## config.mk

```make
export PLATFORM = sky130hd
export DESIGN_NAME = fpio_top
export DESIGN_NICKNAME = d
export VERILOG_FILES = /design/src/fpio_pkg.sv /design/src/fpio_top.sv
export SDC_FILE = /design/constraint.sdc
export NUM_CORES = 1
export LEC_CHECK = 0
export BUFFER_PORTS_ARGS = -buffer_cell sky130_fd_sc_hd__buf_2
export CORE_UTILIZATION = 50
export DETAILED_ROUTE_END_ITERATION = 7
export PLACE_DENSITY = 0.82
export SETUP_SLACK_MARGIN = 0.1
export SLEW_MARGIN = 30
export SYNTH_ARGS = -nofsm -noshare
export SYNTH_HDL_FRONTEND = slang
export SYNTH_HIERARCHICAL = 1
export SYNTH_SLANG_ARGS = --single-unit
```

## constraint.sdc

```tcl
create_clock -name clk_in -period 4.42 [get_ports clk_in]
set_clock_uncertainty 0.05 [all_clocks]
set_input_delay 0.442 -clock clk_in [delete_from_list [all_inputs] [get_ports clk_in]]
set_output_delay 0.442 -clock clk_in [all_outputs]
set_load 0.005 [all_outputs]
```

## src/fpio_pkg.sv

```systemverilog
// constants, register map and carrier types for the four-port parallel io block
// assumes a 32-bit avalon-mm slave port with byte addressing, one aligned word per register
package fpio_pkg;

    // ****************************************
    // register indices (byte address = 4 * index)
    // ****************************************
    localparam logic [3:0] FPIO_IDX_PORT_A_DATA = 4'h0;
    localparam logic [3:0] FPIO_IDX_PORT_B_DATA = 4'h1;
    localparam logic [3:0] FPIO_IDX_PORT_C_DATA = 4'h2;
    localparam logic [3:0] FPIO_IDX_PORT_D_DATA = 4'h3;
    localparam logic [3:0] FPIO_IDX_PORT_A_DIR = 4'h4;
    localparam logic [3:0] FPIO_IDX_PORT_B_DIR = 4'h5;
    localparam logic [3:0] FPIO_IDX_PORT_C_DIR = 4'h6;
    localparam logic [3:0] FPIO_IDX_PORT_D_DIR = 4'h7;
    localparam logic [3:0] FPIO_IDX_LAMP_EN = 4'hc;

    // ****************************************
    // widths and reset values
    // ****************************************
    localparam int FPIO_ADDR_W = 6;
    localparam int FPIO_PORT_W = 8;
    localparam int FPIO_PORTS = 4;
    localparam int FPIO_PINS = FPIO_PORT_W * FPIO_PORTS;
    localparam logic [31:0] FPIO_DIR_RESET = 32'h0000_0000;
    localparam logic [7:0] FPIO_LAMP_RESET = 8'h00;
    localparam logic [31:0] FPIO_RDATA_RESET = 32'h0000_0000;

    // pins that only ever pull low: second port bits 0..3, third port bits 6..7
    localparam logic [31:0] FPIO_OPEN_DRAIN_MASK = 32'h00c0_0f00;

    // first pin of each port inside the 32-bit pin vector
    localparam int FPIO_PORT_B_BASE = 8;
    localparam int FPIO_PORT_C_BASE = 16;
    localparam int FPIO_PORT_D_BASE = 24;

    // converter channel select width; channels 0..7 sit on the first port
    localparam int FPIO_ADC_SEL_W = 5;

    // ****************************************
    // carrier types
    // ****************************************
    typedef struct packed {
        logic read;
        logic write;
        logic [FPIO_ADDR_W-1:0] address;
        logic [31:0] writedata;
        logic [3:0] byteenable;
    } fpio_avm_req_t;

    typedef struct packed {
        logic two_wire_serial_enable;
        logic async_serial_enable;
        logic async_serial2_enable;
        logic spi_block_enable;
        logic second_ext_interrupt_mask;
        logic [7:0] timer_channel_edge_select;
        logic [7:0] keypad_input_enable_bits;
        logic [FPIO_ADC_SEL_W-1:0] converter_channel_select;
    } fpio_periph_en_t;

    typedef struct packed {
        logic [31:0] level;
        logic [31:0] enable;
    } fpio_drive_t;

    typedef enum logic [0:0] {
        FPIO_BUS_IDLE = 1'b0,
        FPIO_BUS_ACK = 1'b1
    } fpio_bus_state_t;

endpackage

```

## src/fpio_top.sv

```systemverilog
// four eight-bit general-purpose ports with shared peripheral pins, avalon-mm register slave
// assumes pins and peripheral signals are synchronous to clk_in; pad logic resolves out/oe
//
// Contract
// - there are thirty-two two-way pins in four eight-bit ports, each with a data and a direction register.
// - each pin is an input or an output according to its own direction bit.
// - all first-port pins can feed the converter, and its channel select picks the one pin handed over.
// - each first-port pin has a lamp drive option enabled by its bit of a lamp register that resets to zero.
// - two-wire serial and both async serial pins only pull low as outputs and never drive high.
// - reset clears all direction bits so every pin comes up as an input.
// - a data read returns the latch for output pins and the live pin level for input pins.
// - a data write with byte lane 0 enabled updates the latch whatever the direction bit.
// - a peripheral enable that claims a pin overrides the port data and direction logic.
`timescale 1ns/1ps
module fpio_top (
    input wire logic clk_in,
    input wire logic arst_n_in,
    input wire fpio_pkg::fpio_avm_req_t avm_req_in,
    output fpio_pkg::fpio_drive_t pin_drive_out,
    output logic [31:0] avm_readdata_out,
    output logic avm_waitrequest_out,
    input wire logic [31:0] pin_level_in,
    input wire fpio_pkg::fpio_periph_en_t periph_en_in,
    input wire fpio_pkg::fpio_drive_t periph_drive_in,
    output logic [31:0] periph_pin_level_out,
    output logic [7:0] adc_pin_claim_out,
    output logic [7:0] lamp_drive_out
);
    import fpio_pkg::*;

    // ****************************************
    // state
    // ****************************************
    typedef struct packed {
        logic [31:0] dir;
        logic [7:0] lamp;
        fpio_bus_state_t bus;
        logic waitreq;
        logic [31:0] rdata;
        logic [31:0] pin_lvl;
        logic [31:0] pin_out;
        logic [31:0] pin_oe;
        logic [7:0] adc_claim;
        logic [7:0] lamp_out;
    } fpio_state_t;

    fpio_state_t state_reg;
    fpio_state_t state_next;
    logic [31:0] claim;
    logic [7:0] adc_sel;
    logic [3:0] word_idx;
    logic addr_hit;
    logic [31:0] rd_value;
    logic [31:0] gpio_view;
    logic [31:0] latch_reg;
    logic [31:0] latch_next;
    logic [FPIO_PORT_W-1:0] port_level [FPIO_PORTS];
    logic [FPIO_PORT_W-1:0] port_enable [FPIO_PORTS];
    logic [FPIO_PORT_W-1:0] port_view [FPIO_PORTS];
    logic [31:0] drv_level;
    logic [31:0] drv_enable;
    logic take_write;

    // ****************************************
    // pin ownership
    // ****************************************
    always_comb begin
        claim = 32'h0000_0000;
        adc_sel = 8'h00;
        // only codes 0..7 name a first-port pin; higher codes leave the port alone
        if (periph_en_in.converter_channel_select[4:3] == 2'b00) begin
            adc_sel[periph_en_in.converter_channel_select[2:0]] = 1'b1;
        end
        claim[7:0] = adc_sel;
        claim[FPIO_PORT_B_BASE+0] = periph_en_in.two_wire_serial_enable;
        claim[FPIO_PORT_B_BASE+1] = periph_en_in.two_wire_serial_enable;
        claim[FPIO_PORT_B_BASE+2] = periph_en_in.async_serial_enable;
        claim[FPIO_PORT_B_BASE+3] = periph_en_in.async_serial_enable;
        for (int k = 0; k < 4; k++) begin
            // a timer channel owns its pin for any edge/level setting other than zero
            claim[FPIO_PORT_B_BASE+4+k] = |periph_en_in.timer_channel_edge_select[2*k +: 2];
        end
        claim[FPIO_PORT_C_BASE+0] = ~periph_en_in.second_ext_interrupt_mask;
        claim[FPIO_PORT_C_BASE+5 -: 4] = {4{periph_en_in.spi_block_enable}};
        claim[FPIO_PORT_C_BASE+6] = periph_en_in.async_serial2_enable;
        claim[FPIO_PORT_C_BASE+7] = periph_en_in.async_serial2_enable;
        claim[FPIO_PORT_D_BASE +: 8] = periph_en_in.keypad_input_enable_bits;
    end

    // ****************************************
    // pad drive, one slice per port
    // ****************************************
    for (genvar g = 0; g < FPIO_PORTS; g++) begin : gen_port
        fpio_port_pads #(
            .PORT_W(FPIO_PORT_W),
            .OPEN_DRAIN(FPIO_OPEN_DRAIN_MASK[FPIO_PORT_W*g +: FPIO_PORT_W]),
            .HAS_ANALOG(g == 0)
        ) pads_u (
            .claim_in(claim[FPIO_PORT_W*g +: FPIO_PORT_W]),
            .analog_in(adc_sel),
            .latch_in(latch_reg[FPIO_PORT_W*g +: FPIO_PORT_W]),
            .dir_in(state_reg.dir[FPIO_PORT_W*g +: FPIO_PORT_W]),
            .pin_level_in(pin_level_in[FPIO_PORT_W*g +: FPIO_PORT_W]),
            .periph_level_in(periph_drive_in.level[FPIO_PORT_W*g +: FPIO_PORT_W]),
            .periph_enable_in(periph_drive_in.enable[FPIO_PORT_W*g +: FPIO_PORT_W]),
            .level_out(port_level[g]),
            .enable_out(port_enable[g]),
            .view_out(port_view[g])
        );
    end

    // the slices are gathered here so each pin vector has a single driver
    always_comb begin
        drv_level = 32'h0000_0000;
        drv_enable = 32'h0000_0000;
        gpio_view = 32'h0000_0000;
        for (int p = 0; p < FPIO_PORTS; p++) begin
            drv_level[FPIO_PORT_W*p +: FPIO_PORT_W] = port_level[p];
            drv_enable[FPIO_PORT_W*p +: FPIO_PORT_W] = port_enable[p];
            gpio_view[FPIO_PORT_W*p +: FPIO_PORT_W] = port_view[p];
        end
    end

    // ****************************************
    // register read view
    // ****************************************
    always_comb begin
        word_idx = avm_req_in.address[5:2];
        addr_hit = 1'b1;
        rd_value = FPIO_RDATA_RESET;
        if (word_idx == FPIO_IDX_PORT_A_DATA) begin
            rd_value[7:0] = gpio_view[7:0];
        end else if (word_idx == FPIO_IDX_PORT_B_DATA) begin
            rd_value[7:0] = gpio_view[FPIO_PORT_B_BASE +: 8];
        end else if (word_idx == FPIO_IDX_PORT_C_DATA) begin
            rd_value[7:0] = gpio_view[FPIO_PORT_C_BASE +: 8];
        end else if (word_idx == FPIO_IDX_PORT_D_DATA) begin
            rd_value[7:0] = gpio_view[FPIO_PORT_D_BASE +: 8];
        end else if (word_idx == FPIO_IDX_PORT_A_DIR) begin
            rd_value[7:0] = state_reg.dir[7:0];
        end else if (word_idx == FPIO_IDX_PORT_B_DIR) begin
            rd_value[7:0] = state_reg.dir[FPIO_PORT_B_BASE +: 8];
        end else if (word_idx == FPIO_IDX_PORT_C_DIR) begin
            rd_value[7:0] = state_reg.dir[FPIO_PORT_C_BASE +: 8];
        end else if (word_idx == FPIO_IDX_PORT_D_DIR) begin
            rd_value[7:0] = state_reg.dir[FPIO_PORT_D_BASE +: 8];
        end else if (word_idx == FPIO_IDX_LAMP_EN) begin
            rd_value[7:0] = state_reg.lamp;
        end else begin
            addr_hit = 1'b0;
        end
    end

    // ****************************************
    // next state
    // ****************************************
    always_comb begin
        state_next = state_reg;
        take_write = 1'b0;
        case (state_reg.bus)
            FPIO_BUS_IDLE: begin
                if (avm_req_in.read || avm_req_in.write) begin
                    // read data is captured here and held through the acknowledge cycle
                    state_next.bus = FPIO_BUS_ACK;
                    state_next.waitreq = 1'b0;
                    state_next.rdata = avm_req_in.read ? rd_value : FPIO_RDATA_RESET;
                end
            end
            FPIO_BUS_ACK: begin
                // the master samples waitrequest low at this edge; the write lands here
                take_write = avm_req_in.write && addr_hit && avm_req_in.byteenable[0];
                state_next.bus = FPIO_BUS_IDLE;
                state_next.waitreq = 1'b1;
            end
            default: begin
                state_next.bus = FPIO_BUS_IDLE;
                state_next.waitreq = 1'b1;
            end
        endcase
        if (take_write) begin
            if (word_idx == FPIO_IDX_PORT_A_DIR) begin
                state_next.dir[7:0] = avm_req_in.writedata[7:0];
            end else if (word_idx == FPIO_IDX_PORT_B_DIR) begin
                state_next.dir[FPIO_PORT_B_BASE +: 8] = avm_req_in.writedata[7:0];
            end else if (word_idx == FPIO_IDX_PORT_C_DIR) begin
                state_next.dir[FPIO_PORT_C_BASE +: 8] = avm_req_in.writedata[7:0];
            end else if (word_idx == FPIO_IDX_PORT_D_DIR) begin
                state_next.dir[FPIO_PORT_D_BASE +: 8] = avm_req_in.writedata[7:0];
            end else if (word_idx == FPIO_IDX_LAMP_EN) begin
                state_next.lamp = avm_req_in.writedata[7:0];
            end
        end
        state_next.pin_lvl = pin_level_in;
        state_next.pin_out = drv_level;
        state_next.pin_oe = drv_enable;
        state_next.adc_claim = adc_sel;
        // lamp drive only acts on a pin that is an output and not handed to the converter
        state_next.lamp_out = state_reg.lamp & state_reg.dir[7:0] & ~adc_sel;
    end

    // ****************************************
    // data latches
    // ****************************************
    // a write lands whatever the direction bit, so software can preload a pin before turning it
    always_comb begin
        latch_next = latch_reg;
        if (take_write) begin
            if (word_idx == FPIO_IDX_PORT_A_DATA) begin
                latch_next[7:0] = avm_req_in.writedata[7:0];
            end else if (word_idx == FPIO_IDX_PORT_B_DATA) begin
                latch_next[FPIO_PORT_B_BASE +: 8] = avm_req_in.writedata[7:0];
            end else if (word_idx == FPIO_IDX_PORT_C_DATA) begin
                latch_next[FPIO_PORT_C_BASE +: 8] = avm_req_in.writedata[7:0];
            end else if (word_idx == FPIO_IDX_PORT_D_DATA) begin
                latch_next[FPIO_PORT_D_BASE +: 8] = avm_req_in.writedata[7:0];
            end
        end
    end

    // ****************************************
    // registers
    // ****************************************
    always_ff @(posedge clk_in or negedge arst_n_in) begin
        if (!arst_n_in) begin
            state_reg.dir <= FPIO_DIR_RESET;
            state_reg.lamp <= FPIO_LAMP_RESET;
            state_reg.bus <= FPIO_BUS_IDLE;
            state_reg.waitreq <= 1'b1;
            state_reg.rdata <= FPIO_RDATA_RESET;
            state_reg.pin_lvl <= 32'h0000_0000;
            state_reg.pin_out <= 32'h0000_0000;
            state_reg.pin_oe <= 32'h0000_0000;
            state_reg.adc_claim <= 8'h00;
            state_reg.lamp_out <= 8'h00;
        end else begin
            state_reg <= state_next;
        end
    end

    // the latches sit outside the state record so that no reset ever reaches them
    always_ff @(posedge clk_in) begin
        latch_reg <= latch_next;
    end

    // ****************************************
    // outputs
    // ****************************************

    assign pin_drive_out.level = state_reg.pin_out;
    assign pin_drive_out.enable = state_reg.pin_oe;
    assign avm_readdata_out = state_reg.rdata;
    assign avm_waitrequest_out = state_reg.waitreq;
    assign periph_pin_level_out = state_reg.pin_lvl;
    assign adc_pin_claim_out = state_reg.adc_claim;
    assign lamp_drive_out = state_reg.lamp_out;

endmodule

// ****************************************
// one eight-pin port: pad drive and read view
// ****************************************
module fpio_port_pads #(
    parameter int PORT_W = 8,
    parameter logic [PORT_W-1:0] OPEN_DRAIN = '0,
    parameter bit HAS_ANALOG = 1'b0
) (
    input wire logic [PORT_W-1:0] claim_in,
    input wire logic [PORT_W-1:0] analog_in,
    input wire logic [PORT_W-1:0] latch_in,
    input wire logic [PORT_W-1:0] dir_in,
    input wire logic [PORT_W-1:0] pin_level_in,
    input wire logic [PORT_W-1:0] periph_level_in,
    input wire logic [PORT_W-1:0] periph_enable_in,
    output logic [PORT_W-1:0] level_out,
    output logic [PORT_W-1:0] enable_out,
    output logic [PORT_W-1:0] view_out
);
    always_comb begin
        level_out = '0;
        enable_out = '0;
        // output pins reflect the latch, inputs the live pad level
        // the view ignores peripheral claims; software sees latch or pad by direction
        view_out = (dir_in & latch_in) | (~dir_in & pin_level_in);
        for (int i = 0; i < PORT_W; i++) begin
            if (claim_in[i]) begin
                level_out[i] = periph_level_in[i];
                enable_out[i] = periph_enable_in[i];
            end else begin
                level_out[i] = latch_in[i];
                enable_out[i] = dir_in[i];
            end
            // the converter input must never see a driven pad
            if (HAS_ANALOG && analog_in[i]) begin
                enable_out[i] = 1'b0;
            end
            if (OPEN_DRAIN[i]) begin
                // a high becomes release so the external pull-up sets the level
                enable_out[i] = enable_out[i] & ~level_out[i];
                level_out[i] = 1'b0;
            end
        end
    end
endmodule

```

==> results of run 1 <==
[how the worst max path moves through the flow]
stage	start	end	slack, ns
2_1_floorplan	avm_req_in[41]	latch_reg[10]	2.50
3_3_place_gp	avm_req_in[39]	latch_reg[23]	1.66
3_5_place_dp	avm_req_in[39]	latch_reg[23]	1.66
4_1_cts	avm_req_in[39]	latch_reg[23]	2.08
5_1_grt	avm_req_in[39]	latch_reg[23]	1.99
6_report	avm_req_in[39]	latch_reg[23]	2.10
[cells in the final DEF, fill, tap and decap left out, drive strengths merged, types with 3 or more instances in the layout]
cell	instances
nor4	4
o221ai	3
nor3	5
or2	4
a221oi	3
a21boi	4
clkinv	4
a211o	4
a31oi	8
o21a	3
nand2	27
dfrtp	161
a2111oi	5
edfxtp	32
a221o	4
nand2b	5
a21oi	7
nor2	43
nand3b	4
a211oi	4
mux2	119
bufinv	3
clkbuf	23
o211ai	4
o21ai	3
o32ai	6
o21bai	10
buf	261
conb	32
mux2i	13
and3b	3
nor2b	5
and2	4
inv	9
[critical path: stages]
cell,delay [ns]
sky130_fd_sc_hd__buf_2,0.64
sky130_fd_sc_hd__nand2b_1,0.50
sky130_fd_sc_hd__nor2_1,0.72
[layer usage]
layer	wire, um	track usage	share of wire
met1	8780	0.301	0.44
met2	9640	0.350	0.48
met3	1420	0.0526	0.070
met4	261	0.0728	0.013
met5	13	0	0.00065
[cell type report]
cell class / count / area share
Sequential cell: 194 / 0.493
Clock inverter: 9 / 0.0126
Tap cell: 225 / 0.0277
Multi-Input combinational cell: 344 / 0.285
Inverter: 9 / 0.00332
Clock buffer: 23 / 0.0480
Timing Repair Buffer: 261 / 0.130
[logic make-up (layout without fill, tap and decap cells)]
family | count (synthesis) | in the layout | synth area share
DFF | 194 | 194 | 0.553
other | 3 | 32 | 0.00124
AOI/OAI and AO/OA | 69 | 69 | 0.0630
buffers and inverters | 176 | 302 | 0.139
and+or+nand+nor | 111 | 111 | 0.0654
muxes | 132 | 132 | 0.178
[metrics by stage]
step	instances	setup slack [ns]	hold slack (ns)	cell area, um2	power (mW)
CTS	1065	2.08	0.0475	10200	4.17
floorplan	714	2.50	0.0964	9180	2.42
global placement	1033	1.66	0.421	9550	2.55
global route	1065	1.99	0.0678	10200	4.29
detailed placement	1033	1.66	0.429	9550	2.57
finish	1065	2.10	0.0129	10200	4.14
[where the power goes]
group | total [mW] | internal (mW) | switching, mW
Clock | 1.60 | 0.949 | 0.652
Sequential | 2.04 | 1.94 | 0.0936
Combinational | 0.497 | 0.260 | 0.237
Total | 4.14 | 3.15 | 0.983
==> run summary, run 1 <==
The flow ran to the end, and the final reports show no timing, DRC or antenna violations. The setup path with the least slack is of type primary input to register. The proportion of register bits with asynchronous set or reset after synthesis works out to 0.835.

The filler cells instantiated in the layout total 1415. A synthesized cell averages 13.2 um2. The effective utilization at floorplan is 0.519, and the number of buffers inserted by hold repair at cts is 0.

The longest clock path from root to sink contains 2 buffers. Part of the cycle the worst path needs: 0.524. In the final timing run, aggregate negative setup slack is 0 ns.

The number of flip-flops in the largest register is 64. The number of antenna violations at the first check in global routing is 2, and the minimum clock period after layout is 2.32 ns. After detailed routing, the number of vias per cell comes to 5.12. For the post-CTS setup-driven buffer insertion count, the log shows 0. The logs give 194 for the sink count of the clock tree and 0.43 ns for the latest clock arrival within the worst-skew pair. The most repeated cell in the gate-level netlist after synthesis was sky130_fd_sc_hd__dfrtp_1. The final-report max-slew violation count is 0, and the share of final-layout standard cells stronger than drive strength 1 is 0.493. The tools report the CTS buffer count as 17.

STA classifies the critical path endpoint as a register. The first TritonRoute pass finished after 4 iterations. The logs give 432 MHz for the maximum clock rate and 18700 um2 for the area enclosed by the die boundary. The clock transition at the registers of the reported paths is 0.07 ns, and the required time of the critical path is 4.43 ns. After global routing the overflow that remains totals 0.

The areal power density over the cells works out to 407 nW/um2. The commonest cells after synthesis are sky130_fd_sc_hd__dfrtp_1, sky130_fd_sc_hd__buf_4, sky130_fd_sc_hd__mux2_2. Final wirelength: 20100 um. The post-DP HPWL was 14900 um. The tool flagged a number of max-cap violations equal to 0.

Overall global routing resource usage: 0.222. The leakage power is 4.93 nW, and the floorplan die height is 137 um. The biggest area contributor in the post-synthesis netlist is sky130_fd_sc_hd__dfrtp_1.

Worst endpoint data arrival time: 2.33 ns. The tools report the number of hold-slack violations in the final timing report as 0. The routability-driven placement congestion ratio came out at 0.846.

The worst hold path belongs to the class primary input to async pin. The origin of the critical flop-to-flop path is state_reg[145]. TritonCTS built the clock tree. The first global-routing pass estimated 30400 um of wire.

Compared with the post-synthesis result, the final layout area differs by 12.1%. The wire length per cell after detailed routing came out at 18.9 um. The number of global-route vias before repair is 5457. The detail route stage leaves a number of antenna-violating nets equal to 0. The tools report the combined area of all synthesized cells as 9070 um2. Startpoint type of the worst setup path: a primary input. Summing over every cut layer, the via total after detailed routing is 5457.

The sequential cell area came out at 5020 um2. The combined area of the multi-input logic cells was 2900 um2. The worst reg2reg path depth is 3. VDD sags by at most 0.000269 V.

The number of synthesized flops with an enable pin was 32; the number of gates resized after CTS was 0. The cell count after synthesis came out at 685. Along the worst path, the maximum fanout reaches 40. The worst slew margin relative to its limit is 0.390.

The tools report the sequential-to-total area share from yosys stat as 0.553. The slew at the pin closest to its max-slew limit works out to 0.914 ns. The number of design rule violations left after detail routing was 0; the area share of the largest cell type after synthesis was 0.444. The tools report the number of DRC markers in iteration 0 as 324. In this run the critical register-to-register path is captured at latch_reg[10]. Width of the chip: 137 um.

By area the synthesized netlist is led by sky130_fd_sc_hd__dfrtp_1, sky130_fd_sc_hd__buf_4, sky130_fd_sc_hd__edfxtp_1. For the number of antenna diodes, the log shows 0. CTS built an H-tree with a depth of 4. Entering global routing, the biggest net connects 86 pins. In this run, distinct cell masters in the synthesized netlist total 49. Input and output buffers added on the ports amount to 259.

The tools report the core area as 17500 um2. The cell chosen for the clock root was sky130_fd_sc_hd__clkbuf_16. Setup repair after global routing left no endpoint under its margin.

The fraction of the core area covered by cells at the end of the flow came out at 0.582. During I/O placement, the number of pins put on the boundary was 313. For this run, the leading register cell type out of synthesis is sky130_fd_sc_hd__dfrtp_1. Flip-flop and latch count after synthesis: 194.

The worst register-to-register path has a setup slack of 2.45 ns. The logs give 48 for the total number of placement rows and 995 for the number of nets in the layout. The number of warnings reported in the yosys synthesis log was 6; the count of final setup violators was 0.
No activity file was read; power rests on OpenSTA's default activity.
==> run 2, diff against run 1 <==
--- a/config.mk
+++ b/config.mk
@@ -5,6 +5,7 @@
 export SDC_FILE = /design/constraint.sdc
 export NUM_CORES = 1
 export LEC_CHECK = 0
+export ABC_AREA = 1
 export BUFFER_PORTS_ARGS = -buffer_cell sky130_fd_sc_hd__buf_2
 export CORE_UTILIZATION = 50
 export DETAILED_ROUTE_END_ITERATION = 7
==> constraint.sdc (replaced) <==
create_clock -name clk_in -period 2.2 [get_ports clk_in]
set_clock_uncertainty 0.05 [all_clocks]
set_input_delay 0.22 -clock clk_in [delete_from_list [all_inputs] [get_ports clk_in]]
set_output_delay 0.22 -clock clk_in [all_outputs]
set_load 0.005 [all_outputs]
==> run 2 against run 1 <==
  * Register-to-register slack lost 1.9 ns
  * Routed wire length grew 11%
  * Clock-buffer cell count shrank 5
  * Hold slack lost 0.0014 ns
  * Critical path depth grew 3
  * Core utilization grew 6.5 points
  * Die area shrank 1.6%
  * First-iteration DRC count grew 28%
  * Largest cell class unchanged
  * Setup slack lost 1.8 ns
  * Cell count grew 42%
  * Flip-flop and latch count is the same
  * Global-route usage grew 3.0 points
  * Largest power group unchanged
==> run summary, run 2 <==
The areal power density over the cells is 735 nW/um2 (+81%). Post-DP HPWL: 15600 um (+4.2%). Setup repair after global routing left no endpoint under its margin.

The proportion of register bits with asynchronous set or reset after synthesis was 0.835 (unchanged); the area added between synthesis and finish was 25.9%. The run gives 0.925 (+9.3%) as the routability-driven placement congestion ratio. The width of the chip works out to 136 um (-0.79%). The number of flip-flops in the largest register was 64 (unchanged); the worst slew margin relative to its limit was 0.613 (+0.223). The logs give 0.131 (+0.011) for the combinational cell fraction of total power and 5.98 nW (+21%) for the leakage power.

For the worst endpoint data arrival time, the log shows 2.12 ns (-0.21 ns). For the number of global-route vias before repair, the log shows 7137 (+31%). The CTS buffer count came out at 17 (unchanged). The required time of the critical path was 2.46 ns (-1.97 ns); the area enclosed by the die boundary was 18400 um2 (-1.6%).

The synthesized design spends more area on one cell type than any other, namely sky130_fd_sc_hd__dfrtp_1. The clock transition at the registers of the reported paths was 0.07 ns (about the same); the layout filler cell count was 1367 (-3.4%). Part of the total power dissipated in the clock network: 0.374 (-0.013). For the number of violations of the max-capacitance limit, the log shows 0 (unchanged). TritonCTS built the clock tree. Area share of the largest cell type after synthesis: 0.451 (+0.00722). The logs give 0 (unchanged) for the post-CTS setup-driven buffer insertion count and 2 (unchanged) for the number of buffers on the longest clock path. The tools report the remaining antenna violation count after routing as 0 (unchanged). The mean instance size in the synthesized netlist was 8.95 um2 (-32%). Number of design rule violations left after detail routing: 0 (unchanged). In the layout the commonest cells are sky130_fd_sc_hd__nand2_1, sky130_fd_sc_hd__buf_2, sky130_fd_sc_hd__dfrtp_1, sky130_fd_sc_hd__inv_1, sky130_fd_sc_hd__dlygate4sd3_1. The floorplan die height was 136 um (-0.79%); the maximum clock rate was 536 MHz. The effective utilization at floorplan was 0.514 (-0.00477); the post-synthesis cell count was 997 (+46%). The combined area of the multi-input logic cells is 2350 um2 (-19%).

For the area of placed instances, the log shows 9580 um2 (+0.30%). The run gives 26 (-47%) as the number of distinct library cell variants in the gate-level netlist after synthesis. The logs give 8920 um2 (-1.6%) for the combined area of all synthesized cells and 17400 um2 (-0.69%) for the core area. Overall global routing resource usage: 0.252 (+0.0302). The wire length per cell after detailed routing came out at 14.8 um (-22%). The via count was 7041 (+29%). The cell count after placement is 1367 (+32%), and the total number of placement rows is 48 (unchanged). For the number of gates resized after CTS, the log shows 0 (unchanged). The run gives 0.000536 V (+99%) as the maximum vdd ir drop.

The tools report the sequential cell area as 5020 um2 (unchanged). Most repeated cell in the gate-level netlist after synthesis: sky130_fd_sc_hd__nand2_1. For the final setup TNS, the log shows 0 ns (unchanged).

The tools report the count of non-filler cells in the finished layout as 1507 (+42%). Ranked by total cell area, the synthesized netlist is headed by sky130_fd_sc_hd__dfrtp_1, sky130_fd_sc_hd__buf_4, sky130_fd_sc_hd__nand2_1. The slew at the pin closest to its max-slew limit was 0.581 ns (-0.333 ns); the mean number of vias per cell was 4.67 (-8.8%). The final wirelength was 22300 um (+11%); the minimum clock period after layout was 1.87 ns.

The kind of critical path was primary input to register. The run gives 62 (-28%) as the pin count of the biggest net entering global routing. The startpoint type of the worst setup path was a primary input. The flip-flop cell with the highest count after synthesis was sky130_fd_sc_hd__dfrtp_1. The logs give 0.496 (+0.003) for the register share of total power and 0.562 (+0.00899) for the sequential-to-total area share from yosys stat. The sum of overflow across all layers after global routing was 0 (unchanged); the switching share of power was 0.257 (+0.0188). The net switching power is 2.12 mW (+120%). The first-pass GRT wire length is 34800 um (+14%), and the share of final-layout standard cells stronger than drive strength 1 is 0.250 (-0.243).

The number of synthesized flops with an enable pin is 32 (unchanged), and the flip-flop and latch count after synthesis is 194 (unchanged). The number of nets in the layout was 1434 (+44%); the worst slack on hold paths was 0.0115 ns (-0.00140 ns). The cell area after layout was 11200 um2 (+10%); the internal power of the cells was 6.14 mW (+95%).

The number of search-and-repair iterations in the first detailed-routing pass was 6 (+2). The flow ran to the end, and the final reports show no timing, DRC or antenna violations. The library cell used most frequently in the layout, excluding fill and tap cells, is sky130_fd_sc_hd__nand2_1.

The number of levels the H-tree was split into was 4 (unchanged). The tools report the number of hold-slack violations in the final timing report as 0 (unchanged). The post-synthesis mux area share is 0 (-0.178). The peak fanout along the critical path was 1 (-98%); the number of DRC markers in iteration 0 was 415 (+28%). For the final-report max-slew violation count, the log shows 0 (unchanged). The tools report the number of antenna violations at the first check in global routing as 1 (-1).

The synthesized-area fraction occupied by ao, oa, aoi and oai cells was 0.0723 (+0.00930); the number of placed I/O pins was 313 (unchanged). After synthesis, the largest family of logic cells by area is buffers and inverters. Sorting the synthesized cells by how often they occur yields sky130_fd_sc_hd__nand2_1, sky130_fd_sc_hd__dfrtp_1, sky130_fd_sc_hd__buf_4. Count of final setup violators: 0 (unchanged). The latest clock arrival within the worst-skew pair was 0.43 ns (about the same). The adder-cell share of the synthesized area came out at 0 (unchanged). The number of warnings reported in the yosys synthesis log is 6 (unchanged).

The part of the cycle the worst path needs works out to 0.849. The endpoint class of the critical path is a register. The fraction of synthesized cell area in xor and xnor cells came out at 0 (unchanged). The tree is rooted in a sky130_fd_sc_hd__clkbuf_16. The sink count of the clock tree was 194 (unchanged). The number of port buffers works out to 259 (unchanged).

The final total power is 8.26 mW (+100%). The simple logic cell fraction of the synthesized area was 0.176 (+0.111). The min-delay analysis places its worst path in the category primary input to register.
## run 2: changes by cell type after synthesis, moves of 13 or more
cell / before / now
sky130_fd_sc_hd__mux2i_1: 13 / 0
sky130_fd_sc_hd__o21ai_0: 3 / 34
sky130_fd_sc_hd__mux2_4: 39 / 0
sky130_fd_sc_hd__inv_1: 9 / 130
sky130_fd_sc_hd__o21a_1: 3 / 22
sky130_fd_sc_hd__nor2_1: 40 / 65
sky130_fd_sc_hd__mux2_1: 17 / 0
sky130_fd_sc_hd__o21ai_1: 0 / 42
sky130_fd_sc_hd__mux2_2: 63 / 0
sky130_fd_sc_hd__nand2_1: 27 / 271
sky130_fd_sc_hd__nand3_1: 0 / 33
## run 2: repair_timing
item                                    4_1_cts  5_1_grt
hold buffers                                105        0
hold endpoints to repair                    138        0
endpoints found under the setup margin        0        0
## run 2: power by group through the flow
stage / logic (mW) / clock network [mW] / registers (mW)
global placement: 0.901 / 0 / 4.15
CTS: 1.08 / 3.13 / 4.09
global route: 1.22 / 3.25 / 4.13
floorplan: 0.669 / 0 / 4.10
finish: 1.08 / 3.09 / 4.09
detailed placement: 0.927 / 0 / 4.16
## run 2: kinds of logic (layout without fill, tap and decap cells)
| family | count (synthesis) | after routing |
|---|---|---|
| simple gates | 391 | 391 |
| other cells | 3 | 37 |
| compound gates | 117 | 117 |
| flops | 194 | 194 |
| buf+inv | 292 | 543 |
## run 2: cell type report
class | instances | share of cell area
Sequential cell | 194 | 0.447
Timing Repair Buffer | 378 | 0.221
Multi-Input combinational cell | 542 | 0.209
Inverter | 133 | 0.0444
Clock buffer | 18 | 0.0391
Tap cell | 225 | 0.0251
Clock inverter | 14 | 0.0138
Antenna cell | 3 | 0.000668
## run 2: worst max-delay path: stages
cell and delay (ns):
sky130_fd_sc_hd__dlygate4sd3_1 0.53, sky130_fd_sc_hd__buf_2 0.12, sky130_fd_sc_hd__nand2_1 0.06, sky130_fd_sc_hd__dlygate4sd3_1 0.56, sky130_fd_sc_hd__nand2_1 0.07, sky130_fd_sc_hd__dlygate4sd3_1 0.57
## run 2: path summary, 6_finish.rpt
check | start | end | slack (ns) | depth (start not counted)
hold reg to reg | avm_readdata_out[6] | avm_readdata_out[6] | 0.43 | 2
hold / removal | avm_req_in[4] | latch_reg[16] | 0.01 | 1
max in group asynchronous | arst_n_in | pin_drive_out[17] | 1.11 | 3
min in group asynchronous | arst_n_in | pin_drive_out[15] | 0.28 | 2
setup reg to reg | state_reg[145] | latch_reg[28] | 0.56 | 4
setup / recovery | periph_drive_in[25] | pin_drive_out[25] | 0.33 | 6
## run 2: through the flow
step                       util  setup WS [ns]
after floorplan               -          0.472
final                     0.647          0.333
after detailed placement  0.552          0.478
after global routing      0.647          0.286
after CTS                 0.647          0.436
after global placement    0.552          0.496
## run 2: layer usage
metal	routed length (um)	GRT usage	part of all wire
met1	8930	0.302	0.40
met2	11800	0.458	0.53
met3	1260	0.0426	0.056
met4	388	0.0780	0.017
met5	0	0	0
